### src/wbcsr_pkg.sv
// Constants, field layouts and carriers for the Wishbone CSR access port.
// Assumes a 32-bit Wishbone slave on the core clock; link logic sits behind it.
// Operation
// RL1: Write data lanes: N+2 upper, lower, N upper, lower
// RL2: Config reads return byte-swapped lanes
// RL3: CSR reads keep write lane order
// RL4: Bits within each lane run 7 down 0
// RL5: Low window maps whole config space, 32-bit
// RL6: Vendor/power DLLP receive flags, clear on write
// RL7: Capture vendor payload and power type on receive
// RL8: Transmit request bits self-clear after send
// RL9: Transmit uses held payload and type code
// RL10: Read-only per-lane lane-sync status bits 23:20
// RL11: Connection status 19:16, clear on write
// RL12: Receive electrical idle status bits 15:12
// RL13: Link training state code in 11:7
// RL14: Data-link state bits in 6:3
// RL15: Control bit 17 enables packet debug bypass
// RL16: Bits 15:13 force lane, idle, connection status
// RL17: Bit 12 scrambler off, 11 TS disable bit
// RL18: Bits 10:0 direct link training, bit 3 reserved
// RL19: Bits 21:18 loopback per lane, 16 beacon
// RL20: Flow-control update frequency header and data fields
// RL21: Link config access wins, Wishbone ack delayed
// RL22: Reserved bits read zero, ignore writes
// RL23: Control bits reset to zero
package wbcsr_pkg;
    localparam logic [12:0] WBCSR_CFG_LAST = 13'h0FFF;
    localparam logic [12:0] WBCSR_RX_DLLP = 13'h1000;
    localparam logic [12:0] WBCSR_TX_DLLP = 13'h1004;
    localparam logic [12:0] WBCSR_STATUS = 13'h1008;
    localparam logic [12:0] WBCSR_CONTROL = 13'h100C;
    localparam logic [12:0] WBCSR_TIMERS = 13'h1010;
    localparam logic [12:0] WBCSR_UPD_POST = 13'h1014;
    localparam logic [12:0] WBCSR_UPD_NPOST = 13'h1018;
    localparam logic [12:0] WBCSR_UPD_CPL = 13'h101C;
    localparam logic [12:0] WBCSR_FC_TIMER = 13'h1020;
    localparam logic [12:0] WBCSR_LINK_NUM = 13'h1024;
    // Field positions
    localparam int WBCSR_RX_VEND_BIT = 31;
    localparam int WBCSR_RX_PWR_BIT = 30;
    localparam int WBCSR_TX_VEND_BIT = 31;
    localparam int WBCSR_TX_PWR_BIT = 30;
    // Write masks; reserved bits stay zero
    localparam logic [31:0] WBCSR_TX_MASK = 32'hC7FFFFFF;
    localparam logic [31:0] WBCSR_CTRL_MASK = 32'h003FFFF7;
    localparam logic [31:0] WBCSR_TIMER_MASK = 32'h3FFF7FFF;
    localparam logic [31:0] WBCSR_UPD_MASK = 32'h0003FFFF;
    localparam logic [31:0] WBCSR_FCT_MASK = 32'h00000FFF;
    localparam logic [31:0] WBCSR_LNUM_MASK = 32'h000000FF;
    // Reset values
    localparam logic [31:0] WBCSR_ZERO_RST = 32'h00000000;
    localparam logic [31:0] WBCSR_TIMER_RST = 32'h00000000;
    localparam logic [31:0] WBCSR_UPD_RST = 32'h00000000;
    localparam logic [31:0] WBCSR_FCT_RST = 32'h00000000;

    typedef enum logic [1:0] {
        WBCSR_IDLE = 2'b00,
        WBCSR_WAIT = 2'b01,
        WBCSR_ACK = 2'b11
    } wbcsr_state_e;

    // Received DLLP event from the link layer
    typedef struct packed {
        logic vend_valid;
        logic [25:0] vend_data;
        logic pwr_valid;
        logic [2:0] pwr_type;
    } wbcsr_rx_dllp_s;

    // Status from PHY and data-link layer
    typedef struct packed {
        logic [3:0] lane_sync_state;
        logic [3:0] conn_set;
        logic [3:0] rx_elec_idle;
        logic [4:0] ltssm_state;
        logic [3:0] dl_state;
    } wbcsr_phy_stat_s;

    // Control towards PHY and link training
    typedef struct packed {
        logic [3:0] goto_loopback;
        logic debug_bypass;
        logic send_beacon;
        logic force_lane_sync;
        logic force_elec_idle;
        logic force_conn;
        logic scramble_off;
        logic ts_no_scramble;
        logic [10:0] train_goto;
    } wbcsr_ctrl_s;

    function automatic logic [31:0] wbcsr_swap(input logic [31:0] w);
        wbcsr_swap = {w[7:0], w[15:8], w[23:16], w[31:24]};
    endfunction
endpackage

### src/wbcsr_lanes.sv
// Per-lane status stage: applies force overrides and holds sticky connect bits.
// Assumes PHY status inputs are synchronous to the core clock.
`timescale 1ns/1ps
module wbcsr_lanes
    import wbcsr_pkg::*;
#(
    parameter int LANES = 1
)
(
    // Clock and reset
    input wire logic clk_sys_i,
    input wire logic reset_n_i,
    // Controls
    input wire logic force_sync_i,
    input wire logic force_idle_i,
    input wire logic force_conn_i,
    input wire logic conn_clear_i,
    // Raw status
    input wire logic [3:0] sync_i,
    input wire logic [3:0] idle_i,
    input wire logic [3:0] conn_i,
    // Effective status
    output logic [3:0] sync_o,
    output logic [3:0] idle_o,
    output logic [3:0] conn_o
);
    logic [3:0] used;
    logic [3:0] conn_reg;
    logic [3:0] conn_next;

    // Unbuilt lanes read as zero
    assign used = 4'(({4'h0, 4'hF} << LANES) >> 4);
    assign sync_o = (force_sync_i ? 4'hF : sync_i) & used; // RL16 RL10
    assign idle_o = (force_idle_i ? 4'hF : idle_i) & used; // RL16 RL12
    assign conn_o = (conn_reg | {4{force_conn_i}}) & used; // RL16

    always_comb
    begin
        // Detection wins over a clear in the same cycle
        conn_next = ((conn_clear_i ? 4'h0 : conn_reg) | conn_i) & used; // RL11
    end

    always_ff @(posedge clk_sys_i or negedge reset_n_i)
    begin
        if (!reset_n_i)
            conn_reg <= 4'h0;
        else
            conn_reg <= conn_next;
    end
endmodule // wbcsr_lanes

### src/wbcsr_top.sv
// Wishbone slave into the endpoint configuration space and link CSRs.
// Assumes a config-space array port with a link-side arbitration busy flag.
`timescale 1ns/1ps
module wbcsr_top
    import wbcsr_pkg::*;
#(
    parameter int LANES = 1,
    parameter logic [31:0] TIMER_RST = WBCSR_TIMER_RST,
    parameter logic [31:0] UPD_POST_RST = WBCSR_UPD_RST,
    parameter logic [31:0] UPD_NPOST_RST = WBCSR_UPD_RST,
    parameter logic [31:0] UPD_CPL_RST = WBCSR_UPD_RST,
    parameter logic [31:0] FCT_RST = WBCSR_FCT_RST
)
(
    // Clock and reset
    input wire logic clk_sys_i,
    input wire logic reset_n_i,
    // Wishbone slave
    input wire logic wb_cyc_i,
    input wire logic wb_stb_i,
    input wire logic wb_we_i,
    input wire logic [12:0] wb_adr_i,
    input wire logic [3:0] wb_sel_i,
    input wire logic [31:0] wb_dat_i,
    output logic [31:0] wb_dat_o,
    output logic wb_ack_o,
    // Configuration space port
    input wire logic cfg_link_busy_i,
    input wire logic [31:0] cfg_rdata_i,
    output logic cfg_req_o,
    output logic cfg_we_o,
    output logic [9:0] cfg_addr_o,
    output logic [31:0] cfg_wdata_o,
    output logic [3:0] cfg_be_o,
    // Link layer
    input wire wbcsr_rx_dllp_s rx_dllp_i,
    input wire logic tx_vend_sent_i,
    input wire logic tx_pwr_sent_i,
    output logic tx_vend_req_o,
    output logic tx_pwr_req_o,
    output logic [23:0] tx_vend_data_o,
    output logic [2:0] tx_pwr_type_o,
    input wire wbcsr_phy_stat_s phy_stat_i,
    output wbcsr_ctrl_s ctrl_o,
    output logic [31:0] timers_o,
    output logic [17:0] upd_post_o,
    output logic [17:0] upd_npost_o,
    output logic [17:0] upd_cpl_o,
    output logic [11:0] fc_timer_o,
    output logic [7:0] link_num_o
);
    // ----------------------------------------
    // Bus state
    // ----------------------------------------
    wbcsr_state_e state_reg, state_next;
    logic [31:0] rdat_reg, rdat_next;
    logic ack_next;
    logic req_reg, req_next;
    logic is_cfg;
    logic wr_hit;
    logic [31:0] wmask;
    logic [31:0] wdata;

    // ----------------------------------------
    // Register state
    // ----------------------------------------
    logic [31:0] rx_reg, rx_next;
    logic [31:0] tx_reg, tx_next;
    logic [31:0] ctrl_reg, ctrl_next;
    logic [31:0] tim_reg, tim_next;
    logic [31:0] upp_reg, upp_next;
    logic [31:0] upn_reg, upn_next;
    logic [31:0] upc_reg, upc_next;
    logic [31:0] fct_reg, fct_next;
    logic [31:0] lnum_reg, lnum_next;
    logic [31:0] csr_rd;
    logic [3:0] sync_eff, idle_eff, conn_eff;
    logic conn_clear;

    // Lanes already arrive in write order, 7:0 per lane; no swap on writes
    assign wdata = wb_dat_i; // RL1 RL4
    assign wmask = {{8{wb_sel_i[3]}}, {8{wb_sel_i[2]}}, {8{wb_sel_i[1]}}, {8{wb_sel_i[0]}}};
    assign is_cfg = (wb_adr_i <= WBCSR_CFG_LAST); // RL5
    assign wr_hit = wb_cyc_i && wb_stb_i && wb_we_i && !wb_ack_o && !is_cfg;
    assign conn_clear = wr_hit && (wb_adr_i == WBCSR_STATUS); // RL11

    wbcsr_lanes #(
        .LANES(LANES)
    ) u_lanes (
        .clk_sys_i(clk_sys_i),
        .reset_n_i(reset_n_i),
        .force_sync_i(ctrl_reg[15]),
        .force_idle_i(ctrl_reg[14]),
        .force_conn_i(ctrl_reg[13]),
        .conn_clear_i(conn_clear),
        .sync_i(phy_stat_i.lane_sync_state),
        .idle_i(phy_stat_i.rx_elec_idle),
        .conn_i(phy_stat_i.conn_set),
        .sync_o(sync_eff),
        .idle_o(idle_eff),
        .conn_o(conn_eff)
    );

    // ----------------------------------------
    // CSR read mux
    // ----------------------------------------
    always_comb
    begin
        csr_rd = 32'h00000000; // RL22
        case (wb_adr_i)
            WBCSR_RX_DLLP: csr_rd = rx_reg;
            WBCSR_TX_DLLP: csr_rd = tx_reg;
            WBCSR_STATUS: csr_rd = {8'h00, sync_eff, conn_eff, idle_eff, // RL10 RL11 RL12
                phy_stat_i.ltssm_state, phy_stat_i.dl_state, 3'h0}; // RL13 RL14
            WBCSR_CONTROL: csr_rd = ctrl_reg;
            WBCSR_TIMERS: csr_rd = tim_reg;
            WBCSR_UPD_POST: csr_rd = upp_reg;
            WBCSR_UPD_NPOST: csr_rd = upn_reg;
            WBCSR_UPD_CPL: csr_rd = upc_reg;
            WBCSR_FC_TIMER: csr_rd = fct_reg;
            WBCSR_LINK_NUM: csr_rd = lnum_reg;
            default: csr_rd = 32'h00000000;
        endcase
    end

    // ----------------------------------------
    // Bus handshake
    // ----------------------------------------
    always_comb
    begin
        state_next = state_reg;
        rdat_next = rdat_reg;
        ack_next = 1'b0;
        req_next = 1'b0;
        case (state_reg)
            WBCSR_IDLE:
            begin
                if (wb_cyc_i && wb_stb_i)
                begin
                    if (is_cfg)
                    begin
                        // Link access owns the array; hold off the ack
                        if (!cfg_link_busy_i) // RL21
                        begin
                            req_next = 1'b1;
                            state_next = WBCSR_WAIT;
                        end
                    end
                    else
                    begin
                        rdat_next = csr_rd; // RL3
                        ack_next = 1'b1;
                        state_next = WBCSR_ACK;
                    end
                end
            end
            WBCSR_WAIT:
            begin
                // Read data valid in the same cycle as the request
                rdat_next = wbcsr_swap(cfg_rdata_i); // RL2
                ack_next = 1'b1;
                state_next = WBCSR_ACK;
            end
            WBCSR_ACK:
                state_next = WBCSR_IDLE;
            default:
                state_next = WBCSR_IDLE;
        endcase
    end

    // ----------------------------------------
    // Register updates
    // ----------------------------------------
    function automatic logic [31:0] wbcsr_upd(input logic [31:0] cur, input logic [31:0] m);
        wbcsr_upd = ((cur & ~(wmask & m)) | (wdata & wmask & m)); // RL22
    endfunction

    always_comb
    begin
        rx_next = rx_reg;
        tx_next = tx_reg;
        ctrl_next = ctrl_reg;
        tim_next = tim_reg;
        upp_next = upp_reg;
        upn_next = upn_reg;
        upc_next = upc_reg;
        fct_next = fct_reg;
        lnum_next = lnum_reg;
        if (wr_hit)
        begin
            case (wb_adr_i)
                WBCSR_RX_DLLP: rx_next = 32'h00000000; // RL6
                WBCSR_TX_DLLP: tx_next = wbcsr_upd(tx_reg, WBCSR_TX_MASK); // RL8
                WBCSR_CONTROL: ctrl_next = wbcsr_upd(ctrl_reg, WBCSR_CTRL_MASK); // RL18
                WBCSR_TIMERS: tim_next = wbcsr_upd(tim_reg, WBCSR_TIMER_MASK);
                WBCSR_UPD_POST: upp_next = wbcsr_upd(upp_reg, WBCSR_UPD_MASK); // RL20
                WBCSR_UPD_NPOST: upn_next = wbcsr_upd(upn_reg, WBCSR_UPD_MASK); // RL20
                WBCSR_UPD_CPL: upc_next = wbcsr_upd(upc_reg, WBCSR_UPD_MASK); // RL20
                WBCSR_FC_TIMER: fct_next = wbcsr_upd(fct_reg, WBCSR_FCT_MASK);
                WBCSR_LINK_NUM: lnum_next = wbcsr_upd(lnum_reg, WBCSR_LNUM_MASK);
                default: rx_next = rx_reg;
            endcase
        end
        // Events win over a clear in the same cycle
        if (rx_dllp_i.vend_valid)
        begin
            rx_next[WBCSR_RX_VEND_BIT] = 1'b1; // RL6
            rx_next[28:3] = rx_dllp_i.vend_data; // RL7
        end
        if (rx_dllp_i.pwr_valid)
        begin
            rx_next[WBCSR_RX_PWR_BIT] = 1'b1; // RL6
            rx_next[2:0] = rx_dllp_i.pwr_type; // RL7
        end
        if (tx_vend_sent_i)
            tx_next[WBCSR_TX_VEND_BIT] = 1'b0; // RL8
        if (tx_pwr_sent_i)
            tx_next[WBCSR_TX_PWR_BIT] = 1'b0; // RL8
    end

    always_ff @(posedge clk_sys_i or negedge reset_n_i)
    begin
        if (!reset_n_i)
        begin
            state_reg <= WBCSR_IDLE;
            rdat_reg <= 32'h00000000;
            wb_ack_o <= 1'b0;
            req_reg <= 1'b0;
            rx_reg <= WBCSR_ZERO_RST;
            tx_reg <= WBCSR_ZERO_RST;
            ctrl_reg <= WBCSR_ZERO_RST; // RL23
            tim_reg <= TIMER_RST;
            upp_reg <= UPD_POST_RST;
            upn_reg <= UPD_NPOST_RST;
            upc_reg <= UPD_CPL_RST;
            fct_reg <= FCT_RST;
            lnum_reg <= WBCSR_ZERO_RST;
        end
        else
        begin
            state_reg <= state_next;
            rdat_reg <= rdat_next;
            wb_ack_o <= ack_next;
            req_reg <= req_next;
            rx_reg <= rx_next;
            tx_reg <= tx_next;
            ctrl_reg <= ctrl_next;
            tim_reg <= tim_next;
            upp_reg <= upp_next;
            upn_reg <= upn_next;
            upc_reg <= upc_next;
            fct_reg <= fct_next;
            lnum_reg <= lnum_next;
        end
    end

    // ----------------------------------------
    // Config-space request and outputs
    // ----------------------------------------
    logic cfg_we_reg;
    logic [9:0] cfg_addr_reg;
    logic [31:0] cfg_wdata_reg;
    logic [3:0] cfg_be_reg;

    always_ff @(posedge clk_sys_i or negedge reset_n_i)
    begin
        if (!reset_n_i)
        begin
            cfg_we_reg <= 1'b0;
            cfg_addr_reg <= 10'h000;
            cfg_wdata_reg <= 32'h00000000;
            cfg_be_reg <= 4'h0;
        end
        else if (req_next)
        begin
            cfg_we_reg <= wb_we_i;
            cfg_addr_reg <= wb_adr_i[11:2]; // RL5
            cfg_wdata_reg <= wdata; // RL1
            cfg_be_reg <= wb_sel_i;
        end
    end

    assign wb_dat_o = rdat_reg;
    assign cfg_req_o = req_reg;
    assign cfg_we_o = cfg_we_reg;
    assign cfg_addr_o = cfg_addr_reg;
    assign cfg_wdata_o = cfg_wdata_reg;
    assign cfg_be_o = cfg_be_reg;
    assign tx_vend_req_o = tx_reg[WBCSR_TX_VEND_BIT]; // RL8
    assign tx_pwr_req_o = tx_reg[WBCSR_TX_PWR_BIT];
    assign tx_vend_data_o = tx_reg[26:3]; // RL9
    assign tx_pwr_type_o = tx_reg[2:0]; // RL9
    assign ctrl_o = ctrl_reg[21:0]; // RL15 RL16 RL17 RL19
    assign timers_o = tim_reg;
    assign upd_post_o = upp_reg[17:0];
    assign upd_npost_o = upn_reg[17:0];
    assign upd_cpl_o = upc_reg[17:0];
    assign fc_timer_o = fct_reg[11:0];
    assign link_num_o = lnum_reg[7:0];
endmodule // wbcsr_top

### config.mk
export PLATFORM = sky130hd
export DESIGN_NAME = wbcsr_top
export DESIGN_NICKNAME = d
export VERILOG_FILES = /design/src/wbcsr_pkg.sv /design/src/wbcsr_lanes.sv /design/src/wbcsr_top.sv
export SDC_FILE = /design/constraint.sdc
export NUM_CORES = 1
export LEC_CHECK = 0
export BUFFER_PORTS_ARGS = -buffer_cell sky130_fd_sc_hd__buf_2
export CORE_MARGIN = 1.5
export CORE_UTILIZATION = 52
export CTS_CLUSTER_DIAMETER = 30
export DETAILED_ROUTE_END_ITERATION = 8
export PLACE_DENSITY = 0.8
export SLEW_MARGIN = 30
export SYNTH_ARGS = -nofsm -noshare
export SYNTH_HDL_FRONTEND = slang
export SYNTH_HIERARCHICAL = 1
export SYNTH_SLANG_ARGS = --single-unit
### constraint.sdc
create_clock -name clk_sys_i -period 2.75 [get_ports clk_sys_i]
set_clock_uncertainty 0.1 [all_clocks]
set_input_delay 0 -clock clk_sys_i [delete_from_list [all_inputs] [get_ports clk_sys_i]]
set_output_delay 0 -clock clk_sys_i [all_outputs]
set_load 0.05 [all_outputs]
==> key figures, run 1 <==
Status
  – Status: finished, final reports clean

Clock tree
  – Clk pin slew, worst setup/hold paths: roughly 0.050 ns
  – Clock root buffer: clkbuf_16
  – H-tree levels: 2
  – CTS Buffer Depth: 3
  – CTS tree: done
  – # clock sinks: ~270
  – Clock latency at the later pin of the worst-skew pair: ~0.56 ns
  – Num CTS Buffers: 54

Logic synthesis
  – #FFs+latches synth: approximately 270
  – Yosys warnings: 6
  – Sequential area share after synthesis: 52.6%
  – Dominant synthesized flop cell: dfrtp_1
  – Post-synth EDFFs: 0
  – Synth unique cells: 67
  – Synth async-reset ratio: 100%
  – Synthesized area per cell: roughly 12 um2
  – Cell area after synthesis: 0.0127 mm2
  – Syn Inst Count: roughly 1.1k

Power
  – VDD IR max: around 0.65 mV
  – Pwr per Cell Area: 905 mW/mm2
  – Power Total: between 15000 and 20000 uW
  – Leak: a little over 0.009 uW

Timing
  – Final count of negative-setup-slack endpoints: 0
  – RSZ-0062 raised after global routing: false
  – Final worst path period share: 97.8%
  – Final worst path period need: between 2 and 3 ns
  – Worst slew margin: about half
  – Hold Vio Cnt, Final: 0
  – Worst slew pin tran: 0.748 ns
  – Fin. max-slew vios: 0
  – Max Clock Freq: 372 MHz
  – Setup TNS: 0 ns

Global route
  – Vias in the first global route: 12.0k
  – Global route overflow: 0
  – First-pass GRT wire length: 71.9 mm
  – Largest net degree at the start of global routing: 77
  – Met2 GRT Util: a little over three fifths
  – GRT Max-Usage Layer: met2
  – Grt met3 use: between 8 and 9%
  – Initial antenna violation count: 4
  – Met1 Usage GRT: 45.4%
  – GRT Overall Usage: 37.3%

Routing
  – DRT iter0 DRCs: around 1.1k
  – WL/cell: 24.1 um
  – Via count: 11.6k
  – Final WL: 47.7 mm
  – First-pass DRT Iterations: 5
  – ANT nets after route: 0
  – Routed vias/inst: a little under 6
  – # DRC: 0

Die
  – Core ar.: around 0.024 mm2
  – Chip width: around 160 um
  – I/O Pins: 379
  – Starting Density: around 53%
  – Die ar.: approximately 0.025 mm2
  – DIE HEIGHT: between 150 and 200 um
  – Row cnt: 57

Finish
  – Final Non-Filler Cells: 1975
  – Filler cells: 1491
  – Share of cells above drive strength 1: ~46%
  – Area delta synth->final: 44.3%
  – Nets: 1743

Placed design
  – HPWL Detailed: between 30 and 40 mm
  – Cells after DPL: approximately 1.7k
  – Routability cong.: between 0.8 and 0.9
  – Port Buffers: 365

Flow run
  – Max_cap viols: 0

Critical path
  – Endpoint class of the critical path: flip-flop
  – Worst EP arrival: about 3.0 ns
  – Critical Path Source Type: flip-flop
  – Crit path kind: flip-flop to flip-flop
  – CP Max Fanout: 11
  – Critical Path RT: about 3.1 ns

Hold path
  – Hold Path Class: primary input to flip-flop
==> final timing paths <==
check / start / to / cells past startpoint / slack [ns]
worst max register to register: state_reg[0] / wb_dat_o[11] / 6 / 0.06
worst min register to register: u_lanes/conn_reg[0] / u_lanes/conn_reg[0] / 1 / 0.37
worst min-delay path: wb_adr_i[1] / u_lanes/conn_reg[0] / 6 / 0.03
worst max-delay path: state_reg[0] / wb_dat_o[11] / 6 / 0.06
max in group asynchronous: reset_n_i / asynchronous set/reset pin / 4 / 1.22
min in group asynchronous: reset_n_i / asynchronous set/reset pin / 3 / 0.46
==> layout make-up <==
cell class | instances | area (um2) | share of cell area (%)
tap | 324 | 405 | 2.21
clock inverter | 40 | 442 | 2.40
inverter | 3 | 11.3 | 0.0613
timing repair buffer | 560 | 3710 | 20.2
clock buffer | 61 | 1440 | 7.83
antenna | 4 | 10.0 | 0.0545
sequential | 268 | 6710 | 36.5
multi-input combinational | 715 | 5660 | 30.8
==> routing by layer <==
metal  up-vias  share of wire [%]
met3       189                8.0
met5         -                  0
li1       4959                  -
met4         0                5.1
met2       732                 49
met1      5740                 38
==> cells in the mapped netlist, drive strengths merged (8+ instances only) <==
cell | number | share of area, %
a21oi | 22 | 0.86
a22oi | 22 | 1.3
a31oi | 8 | 0.39
and3 | 8 | 0.40
buf | 48 | 2.4
clkbuf | 29 | 0.85
dfrtp | 268 | 53
mux2 | 213 | 20
mux2i | 47 | 3.7
nand2 | 119 | 3.6
nand3 | 33 | 1.7
nor2 | 33 | 1.1
nor3 | 16 | 0.84
o21ai | 80 | 3.1
o22ai | 10 | 0.49
==> worst max-delay path, cell delays in order, from the launching register on <==
cell and delay, ns:
dfrtp_1 0.40, buf_4 0.20, nand4b_1 0.37, a21oi_1 0.26
dlygate4sd3_1 0.58, a31oi_1 0.09, dlygate4sd3_1 0.57
==> cell families after synthesis <==
group           synth area share [%]
compound gates                  8.78
buf+inv                         3.36
flops                           52.6
mux                             24.3
other cells                   0.0589
simple gates                    10.9
==> placed cells by master, fill, tap and decap left out, types with 4 or more instances in the layout <==
cell type	n
nor4b_2	4
clkbuf_16	55
a21oi_1	22
nand2_1	114
bufinv_16	6
a22oi_1	22
buf_4	45
inv_6	7
a2bb2oi_1	4
nand2_2	5
and3_1	7
nand2b_1	6
a21o_1	4
diode_2	4
dfrtp_1	268
mux2_4	24
mux2i_1	47
mux2_1	6
clkinv_2	7
a31oi_1	8
nand3_2	4
mux2_2	183
o22ai_1	10
nor2_1	29
clkinvlp_4	8
mux4_2	6
dlygate4sd3_1	146
buf_2	364
a32oi_1	4
and2_1	5
clkbuf_8	4
nand3_1	26
a221oi_1	5
conb_1	13
clkinv_4	12
o21ai_0	80
nor3_1	13
==> what timing repair did <==
action	in CTS	in global routing
hold endpoints to repair	496	27
hold buffers	146	1
buffers inserted	0	3
endpoints found under the setup margin	0	10
gates resized for setup	0	2
==> metrics by stage <==
stage	setup slack [ns]	cell area [um2]	hold slack (ns)	utilization (%)
2_1_floorplan	0.688	12800	-0.396	-
3_3_place_gp	0.282	15000	-0.0471	62.0
3_5_place_dp	0.287	15000	-0.0491	62.0
4_1_cts	0.0192	18300	0.00177	75.8
5_1_grt	0.0288	18400	0.0632	76.0
6_report	0.0602	18400	0.0336	76.0
==> power breakdown <==
group / switching, uW / internal, uW
registers: 378 / 4600
clock network: 2290 / 4360
logic: 3550 / 1450
Note: power is estimated with default switching activity, not from simulation.
==> run 2, diff against run 1 <==
--- a/config.mk
+++ b/config.mk
@@ -6,11 +6,13 @@
 export NUM_CORES = 1
 export LEC_CHECK = 0
 export BUFFER_PORTS_ARGS = -buffer_cell sky130_fd_sc_hd__buf_2
-export CORE_MARGIN = 1.5
-export CORE_UTILIZATION = 52
+export CELL_PAD_IN_SITES_DETAIL_PLACEMENT = 0
+export CELL_PAD_IN_SITES_GLOBAL_PLACEMENT = 1
+export CORE_MARGIN = 5
+export CORE_UTILIZATION = 41
 export CTS_CLUSTER_DIAMETER = 30
 export DETAILED_ROUTE_END_ITERATION = 8
-export PLACE_DENSITY = 0.8
+export PLACE_DENSITY_LB_ADDON = 0.1
 export SLEW_MARGIN = 30
 export SYNTH_ARGS = -nofsm -noshare
 export SYNTH_HDL_FRONTEND = slang
==> run 2 against run 1 <==
Compared with the run above: sequential power shrank 1%; sequential cell count stayed put; worst setup slack better by 0.032 ns; largest cell class unchanged; die area increased by 36%; fmax rose by 1.2%; wire length increased by 1.6%; core utilization is 13 points lower; global-route usage decreased by 10 points; register-to-register slack better by 0.03 ns; count of clock-buffer cells in the layout grew 30; via count is 5.6% lower; worst hold slack got worse by 0.017 ns.
==> key figures, run 2 (synthesis results as in run 1) <==
Status
  – Status: finished, final reports clean

Routing
  – # DRC: 0
  – ANT nets after route: 0
  – WL/cell: approximately 24 um
  – Routed vias/inst: around 5.3
  – Final WL: between 40 and 50 mm
  – Via count: ~11k
  – First-pass DRT Iterations: 5
  – DRT iter0 DRCs: 639

Global route
  – Global route overflow: 0
  – Largest net degree at the start of global routing: 67
  – First-pass GRT wire length: ~71 mm
  – GRT Overall Usage: 27.2%
  – Initial antenna violation count: 1
  – Vias in the first global route: roughly 12k

Power
  – Leak: between 0.009 and 0.01 uW
  – VDD IR max: 0.571 mV
  – Logic pwr share: roughly 26%
  – Net Sw Power: 6280 uW
  – Reg power frac: about 26%
  – Switching Share: 32.9%
  – Pwr per Cell Area: 992 mW/mm2
  – Clock share of power: 48.3%
  – Internal: roughly 13000 uW

Placed design
  – Port Buffers: ~370
  – HPWL Detailed: about 34 mm
  – Area post-placement: between 0.015 and 0.02 mm2
  – Routability cong.: 0.873
  – Cells after DPL: 1791

Finish
  – Area delta synth->final: 51.0%
  – Area occupied by multi-input gates: about 0.0057 mm2
  – Final Cell Area: 0.0192 mm2
  – Fin util: a little over three fifths
  – Commonest non-fill, non-tap cell in the layout: buf_2
  – Share of cells above drive strength 1: a little under half
  – Nets: around 1.8k
  – Ant diodes: 0
  – Filler cells: roughly 2.6k
  – Final Non-Filler Cells: 2059
  – Sequential Area: roughly 0.0067 mm2
  – Most frequent cells in the layout: buf_2, dfrtp_1, mux2_2

Die
  – Die ar.: ~0.035 mm2
  – Row cnt: 64
  – DIE HEIGHT: around 190 um
  – Core ar.: 0.0307 mm2
  – I/O Pins: ~380
  – Starting Density: 41.5%
  – Chip width: between 150 and 200 um

Timing
  – Final worst path period need: approximately 2.7 ns
  – Final Hold Slack: ~0.017 ns
  – Max Clock Freq: between 300 and 400 MHz
  – Fin. max-slew vios: 0
  – Worst slew pin tran: about 0.98 ns
  – Final count of negative-setup-slack endpoints: 0
  – RSZ-0062 raised after global routing: false
  – Worst slew margin: 34.9%
  – Final worst path period share: a little over nine tenths
  – Hold Vio Cnt, Final: 0
  – Setup TNS: 0 ns

Critical path
  – R2R setup slack: 0.09 ns
  – Crit Reg-Reg Endpoint: cfg_addr_o[7]
  – Worst EP arrival: 2.99 ns
  – Worst Setup EP: cfg_addr_o[7]
  – Endpoint class of the critical path: flip-flop
  – Critical Path Source Type: flip-flop
  – Crit path kind: flip-flop to flip-flop
  – Cells on worst reg2reg path: 6
  – Crit path from: state_reg[1]
  – Critical Path RT: approximately 3 ns
  – CP Max Fanout: 36
  – RR Startpoint: state_reg[1]

Clock tree
  – Clock latency at the later pin of the worst-skew pair: between 0.5 and 0.6 ns
  – Clock root buffer: clkbuf_16
  – Num CTS Buffers: just under 70
  – Clk pin slew, worst setup/hold paths: ~0.04 ns
  – CTS tree: done
  – # clock sinks: 268
  – H-tree levels: 3
  – CTS Buffer Depth: 3

Flow run
  – Max_cap viols: 0

Hold path
  – Hold Path Class: primary input to flip-flop
==> run 2: changes by cell type in the layout (fill, tap and decap cells not counted), sizes merged <==
cell and change:
dlygate4sd3 -6, clkinv -10, inv -3, clkinvlp -7, buf -1, clkbuf +30
diode -4, bufinv +13
==> run 2: worst min path at each step <==
stage             startpoint                          to  slack [ns]  cells past startpoint
3_5_place_dp       reset_n_i             cfg_wdata_o[21]       -0.06                      1
5_1_grt          wb_adr_i[3]               cfg_addr_o[1]        0.05                      3
6_report       rx_dllp_i[30]                  rx_reg[25]        0.02                      3
4_1_cts        rx_dllp_i[30]                   rx_reg[3]        0.03                      3
3_3_place_gp       reset_n_i             cfg_wdata_o[21]       -0.06                      1
2_1_floorplan      reset_n_i  asynchronous set/reset pin       -0.40                      0
==> run 2: critical path: stages (launching register included) <==
cell and delay, ns:
dfrtp_1 0.38, nor2_1 0.10, nand3_1 0.08, or3_2 0.68, buf_12 0.29, mux2_2 0.30, dlygate4sd3_1 0.57
==> run 2: power by group through the flow <==
stage          logic [uW]  registers (uW)  clock network, uW
6_report             4940            4930               9210
5_1_grt              5240            5010               9560
4_1_cts              4910            4930               9330
3_5_place_dp         4540            4980                  0
3_3_place_gp         4500            4950                  0
2_1_floorplan        1160            7010                  0
==> run 2: layout make-up <==
type | instances | area share [%]
clock buffers | 91 | 10.1
clock inverters | 33 | 3.73
inverters | 3 | 0.0585
multi-input cells | 715 | 29.4
flip-flops and latches | 268 | 34.9
well taps | 396 | 2.58
repair buffers | 553 | 19.3
==> run 2: layer usage <==
layer / GRT usage [%] / share of wire [%] / vias to the layer above
met5: 0 / 0 / -
met4: 9.91 / 3.1 / 0
met3: 6.42 / 7.6 / 94
met2: 43.9 / 47 / 443
met1: 36.0 / 42 / 5464
li1: - / - / 4964
==> run 2: timing repair <==
item / CTS / global route
endpoints found under the setup margin: 0 / 2
hold endpoints to repair: 530 / 0
hold buffers: 141 / 0
buffers inserted: 0 / 3
gates resized for setup: 0 / 2
==> run 2: metrics by stage <==
| stage | worst slack, ns | total power [uW] |
|---|---|---|
| after CTS | 0.0757 | 19200 |
| final | 0.0919 | 19100 |
| after global placement | 0.335 | 9460 |
| after floorplan | 0.688 | 8170 |
| after detailed placement | 0.314 | 9520 |
| after global routing | 0.00342 | 19800 |
==> run 3, diff against run 2 <==
--- a/config.mk
+++ b/config.mk
@@ -8,6 +8,7 @@
 export BUFFER_PORTS_ARGS = -buffer_cell sky130_fd_sc_hd__buf_2
 export CELL_PAD_IN_SITES_DETAIL_PLACEMENT = 0
 export CELL_PAD_IN_SITES_GLOBAL_PLACEMENT = 1
+export CORE_ASPECT_RATIO = 1.5
 export CORE_MARGIN = 5
 export CORE_UTILIZATION = 41
 export CTS_CLUSTER_DIAMETER = 30
==> run 3 against run 2 <==
Compared with the run above: cell count decreased by 1.5%; highest routed layer unchanged; largest power group unchanged; die area rose by 0.21%; via count decreased by 1.5%; clock power shrank 37%; final area decreased by 5.6%; critical path depth increased by 2; count of clock-buffer cells in the layout down 29.
==> key figures, run 3 (synthesis results as in run 1) <==
Hold path
  – Hold Path Class: primary input to flip-flop
  – Hold depth: 4
  – Hold_sp: wb_adr_i[1]

Critical path
  – CP most frequent cell: dlygate4sd3_1
  – Crit path kind: primary input to flip-flop
  – Endpoint class of the critical path: flip-flop
  – Worst path slowest cell: dlygate4sd3_1
  – Critical path's largest stage delay: between 0.5 and 0.6 ns
  – Crit-path cells: dlygate4sd3_1 > buf_2 > or4_4 > nor4_4 > and3_1 > mux2i_1 > nor2_1 > dlygate4sd3_1
  – Worst EP arrival: about 3 ns
  – CP Max Fanout: 9
  – Critical Path RT: 3.07 ns
  – Cells on worst reg2reg path: 6
  – Crit Reg-Reg Endpoint: cfg_addr_o[6]
  – Critical Path Source Type: primary input
  – RR Startpoint: state_reg[1]
  – R2R setup slack: ~0.19 ns

Timing
  – Hold Vio Cnt, Final: 0
  – Setup ws final: ~0.062 ns
  – Max Clock Freq: ~370 MHz
  – Final count of negative-setup-slack endpoints: 0
  – Final worst path period share: roughly 98%
  – RSZ-0062 raised after global routing: false
  – Fin. max-slew vios: 0
  – Worst slew pin tran: 0.943 ns
  – Setup TNS: 0 ns
  – Worst slew margin: around 36%
  – Final worst path period need: about 2.7 ns

Global route
  – Initial antenna violation count: 0
  – Global route overflow: 0
  – Vias in the first global route: 11.5k
  – Largest net degree at the start of global routing: 79
  – GRT Overall Usage: a little over a quarter
  – First-pass GRT wire length: 71.1 mm

Placed design
  – Pre-CTS setup slack: slightly below 0.3 ns
  – Routability cong.: 0.957
  – HPWL Detailed: between 30 and 40 mm
  – Port Buffers: about 370
  – Cells after DPL: ~1.8k
  – Area post-placement: 0.0151 mm2

Clock tree
  – Setup Buffers After CTS: 0
  – CTS Buffer Depth: 3
  – # clock sinks: 268
  – Clock latency at the later pin of the worst-skew pair: roughly 0.55 ns
  – H-tree levels: 2
  – CTS tree: done
  – Clock root buffer: clkbuf_16
  – Num CTS Buffers: 47
  – Clk pin slew, worst setup/hold paths: around 0.050 ns

Die
  – Starting Density: about two fifths
  – I/O Pins: 379
  – DIE HEIGHT: about 230 um
  – Row cnt: 79
  – Die ar.: between 0.03 and 0.04 mm2
  – Chip width: roughly 150 um
  – Core ar.: around 0.031 mm2

Power
  – Pwr per Cell Area: 860 mW/mm2
  – Leak: slightly above 0.009 uW
  – VDD IR max: roughly 0.51 mV
  – Power Total: 15600 uW

Routing
  – Via count: ~11k
  – Routed vias/inst: ~5.3
  – # DRC: 0
  – ANT nets after route: 0
  – Final WL: approximately 48 mm
  – DRT iter0 DRCs: just over 400
  – WL/cell: between 20 and 25 um
  – First-pass DRT Iterations: 5

Flow run
  – Max_cap viols: 0

Status
  – Status: finished, final reports clean

Finish
  – Final Non-Filler Cells: 2028
  – Filler cells: approximately 2.7k
  – Nets: 1729
  – Commonest non-fill, non-tap cell in the layout: buf_2
  – Most frequent cells in the layout: buf_2, dfrtp_1, mux2_2
  – Final Cell Area: 0.0182 mm2
  – Share of cells above drive strength 1: 45.4%
  – Area delta synth->final: 42.6%
[run 3: cell types whose count changed in the layout (fill, tap and decap cells not counted), moves of 3 or more]
cell / delta
clkinv_2: +3
buf_12: -4
bufinv_16: -15
clkbuf_16: -21
clkbuf_1: -6
dlygate4sd3_1: +4
[run 3: cell type report]
| cell class | count | area, um2 | share of cell area (%) |
|---|---|---|---|
| diodes | 1 | 2.50 | 0.0138 |
| clock buffers | 62 | 1360 | 7.51 |
| clock inverters | 21 | 235 | 1.30 |
| inverters | 3 | 11.3 | 0.0620 |
| multi-input cells | 715 | 5660 | 31.2 |
| flip-flops and latches | 268 | 6710 | 36.9 |
| well taps | 405 | 507 | 2.79 |
| repair buffers | 553 | 3680 | 20.2 |
[run 3: routing by layer]
| layer | up-vias | GRT usage (%) | routed length [um] | part of all wire [%] |
|---|---|---|---|---|
| met5 | - | 0 | 0 | 0 |
| met4 | 0 | 11.0 | 1930 | 4.1 |
| met3 | 100 | 4.77 | 2690 | 5.7 |
| met2 | 399 | 46.9 | 24200 | 51 |
| met1 | 5396 | 32.6 | 18800 | 39 |
| li1 | 4902 | - | - | - |
[run 3: repair_timing]
item | in CTS | in global routing
resized for setup | 0 | 3
hold buffers | 143 | 1
endpoints found under the setup margin | 0 | 7
hold endpoints to repair | 532 | 26
[run 3: report_power, final]
group	leakage (uW)	internal, uW	switching (uW)
Combinational	0.00485	1440	3430
Clock	0.000790	3830	1970
Sequential	0.00353	4600	349
Total	0.00916	9870	5750
[run 3: how the worst max path moves through the flow]
stage                       from           end  slack (ns)  cells past startpoint
finish               wb_adr_i[6]    tx_reg[31]        0.06                      8
floorplan               wb_ack_o     flip-flop        0.69                      5
CTS                  wb_adr_i[6]    tx_reg[30]        0.01                      8
global route         wb_adr_i[3]  wb_dat_o[12]        0.01                     10
detailed placement  wb_adr_i[10]     flip-flop        0.29                      5
global placement    wb_adr_i[10]     flip-flop        0.32                      5
[run 3: worst max-delay path, delay by kind of cell]
family | cells | cell delay (ns)
mux | 1 | 0.22
simple gates | 4 | 1.49
buf+inv | 3 | 1.27
[run 3: per-stage QoR]
step / hold slack, ns / util (%)
after floorplan: -0.396 / -
after global placement: -0.0645 / 49.0
after detailed placement: -0.0573 / 49.0
after CTS: 0.00214 / 58.8
after global routing: 0.0404 / 58.9
final: 0.0226 / 58.9
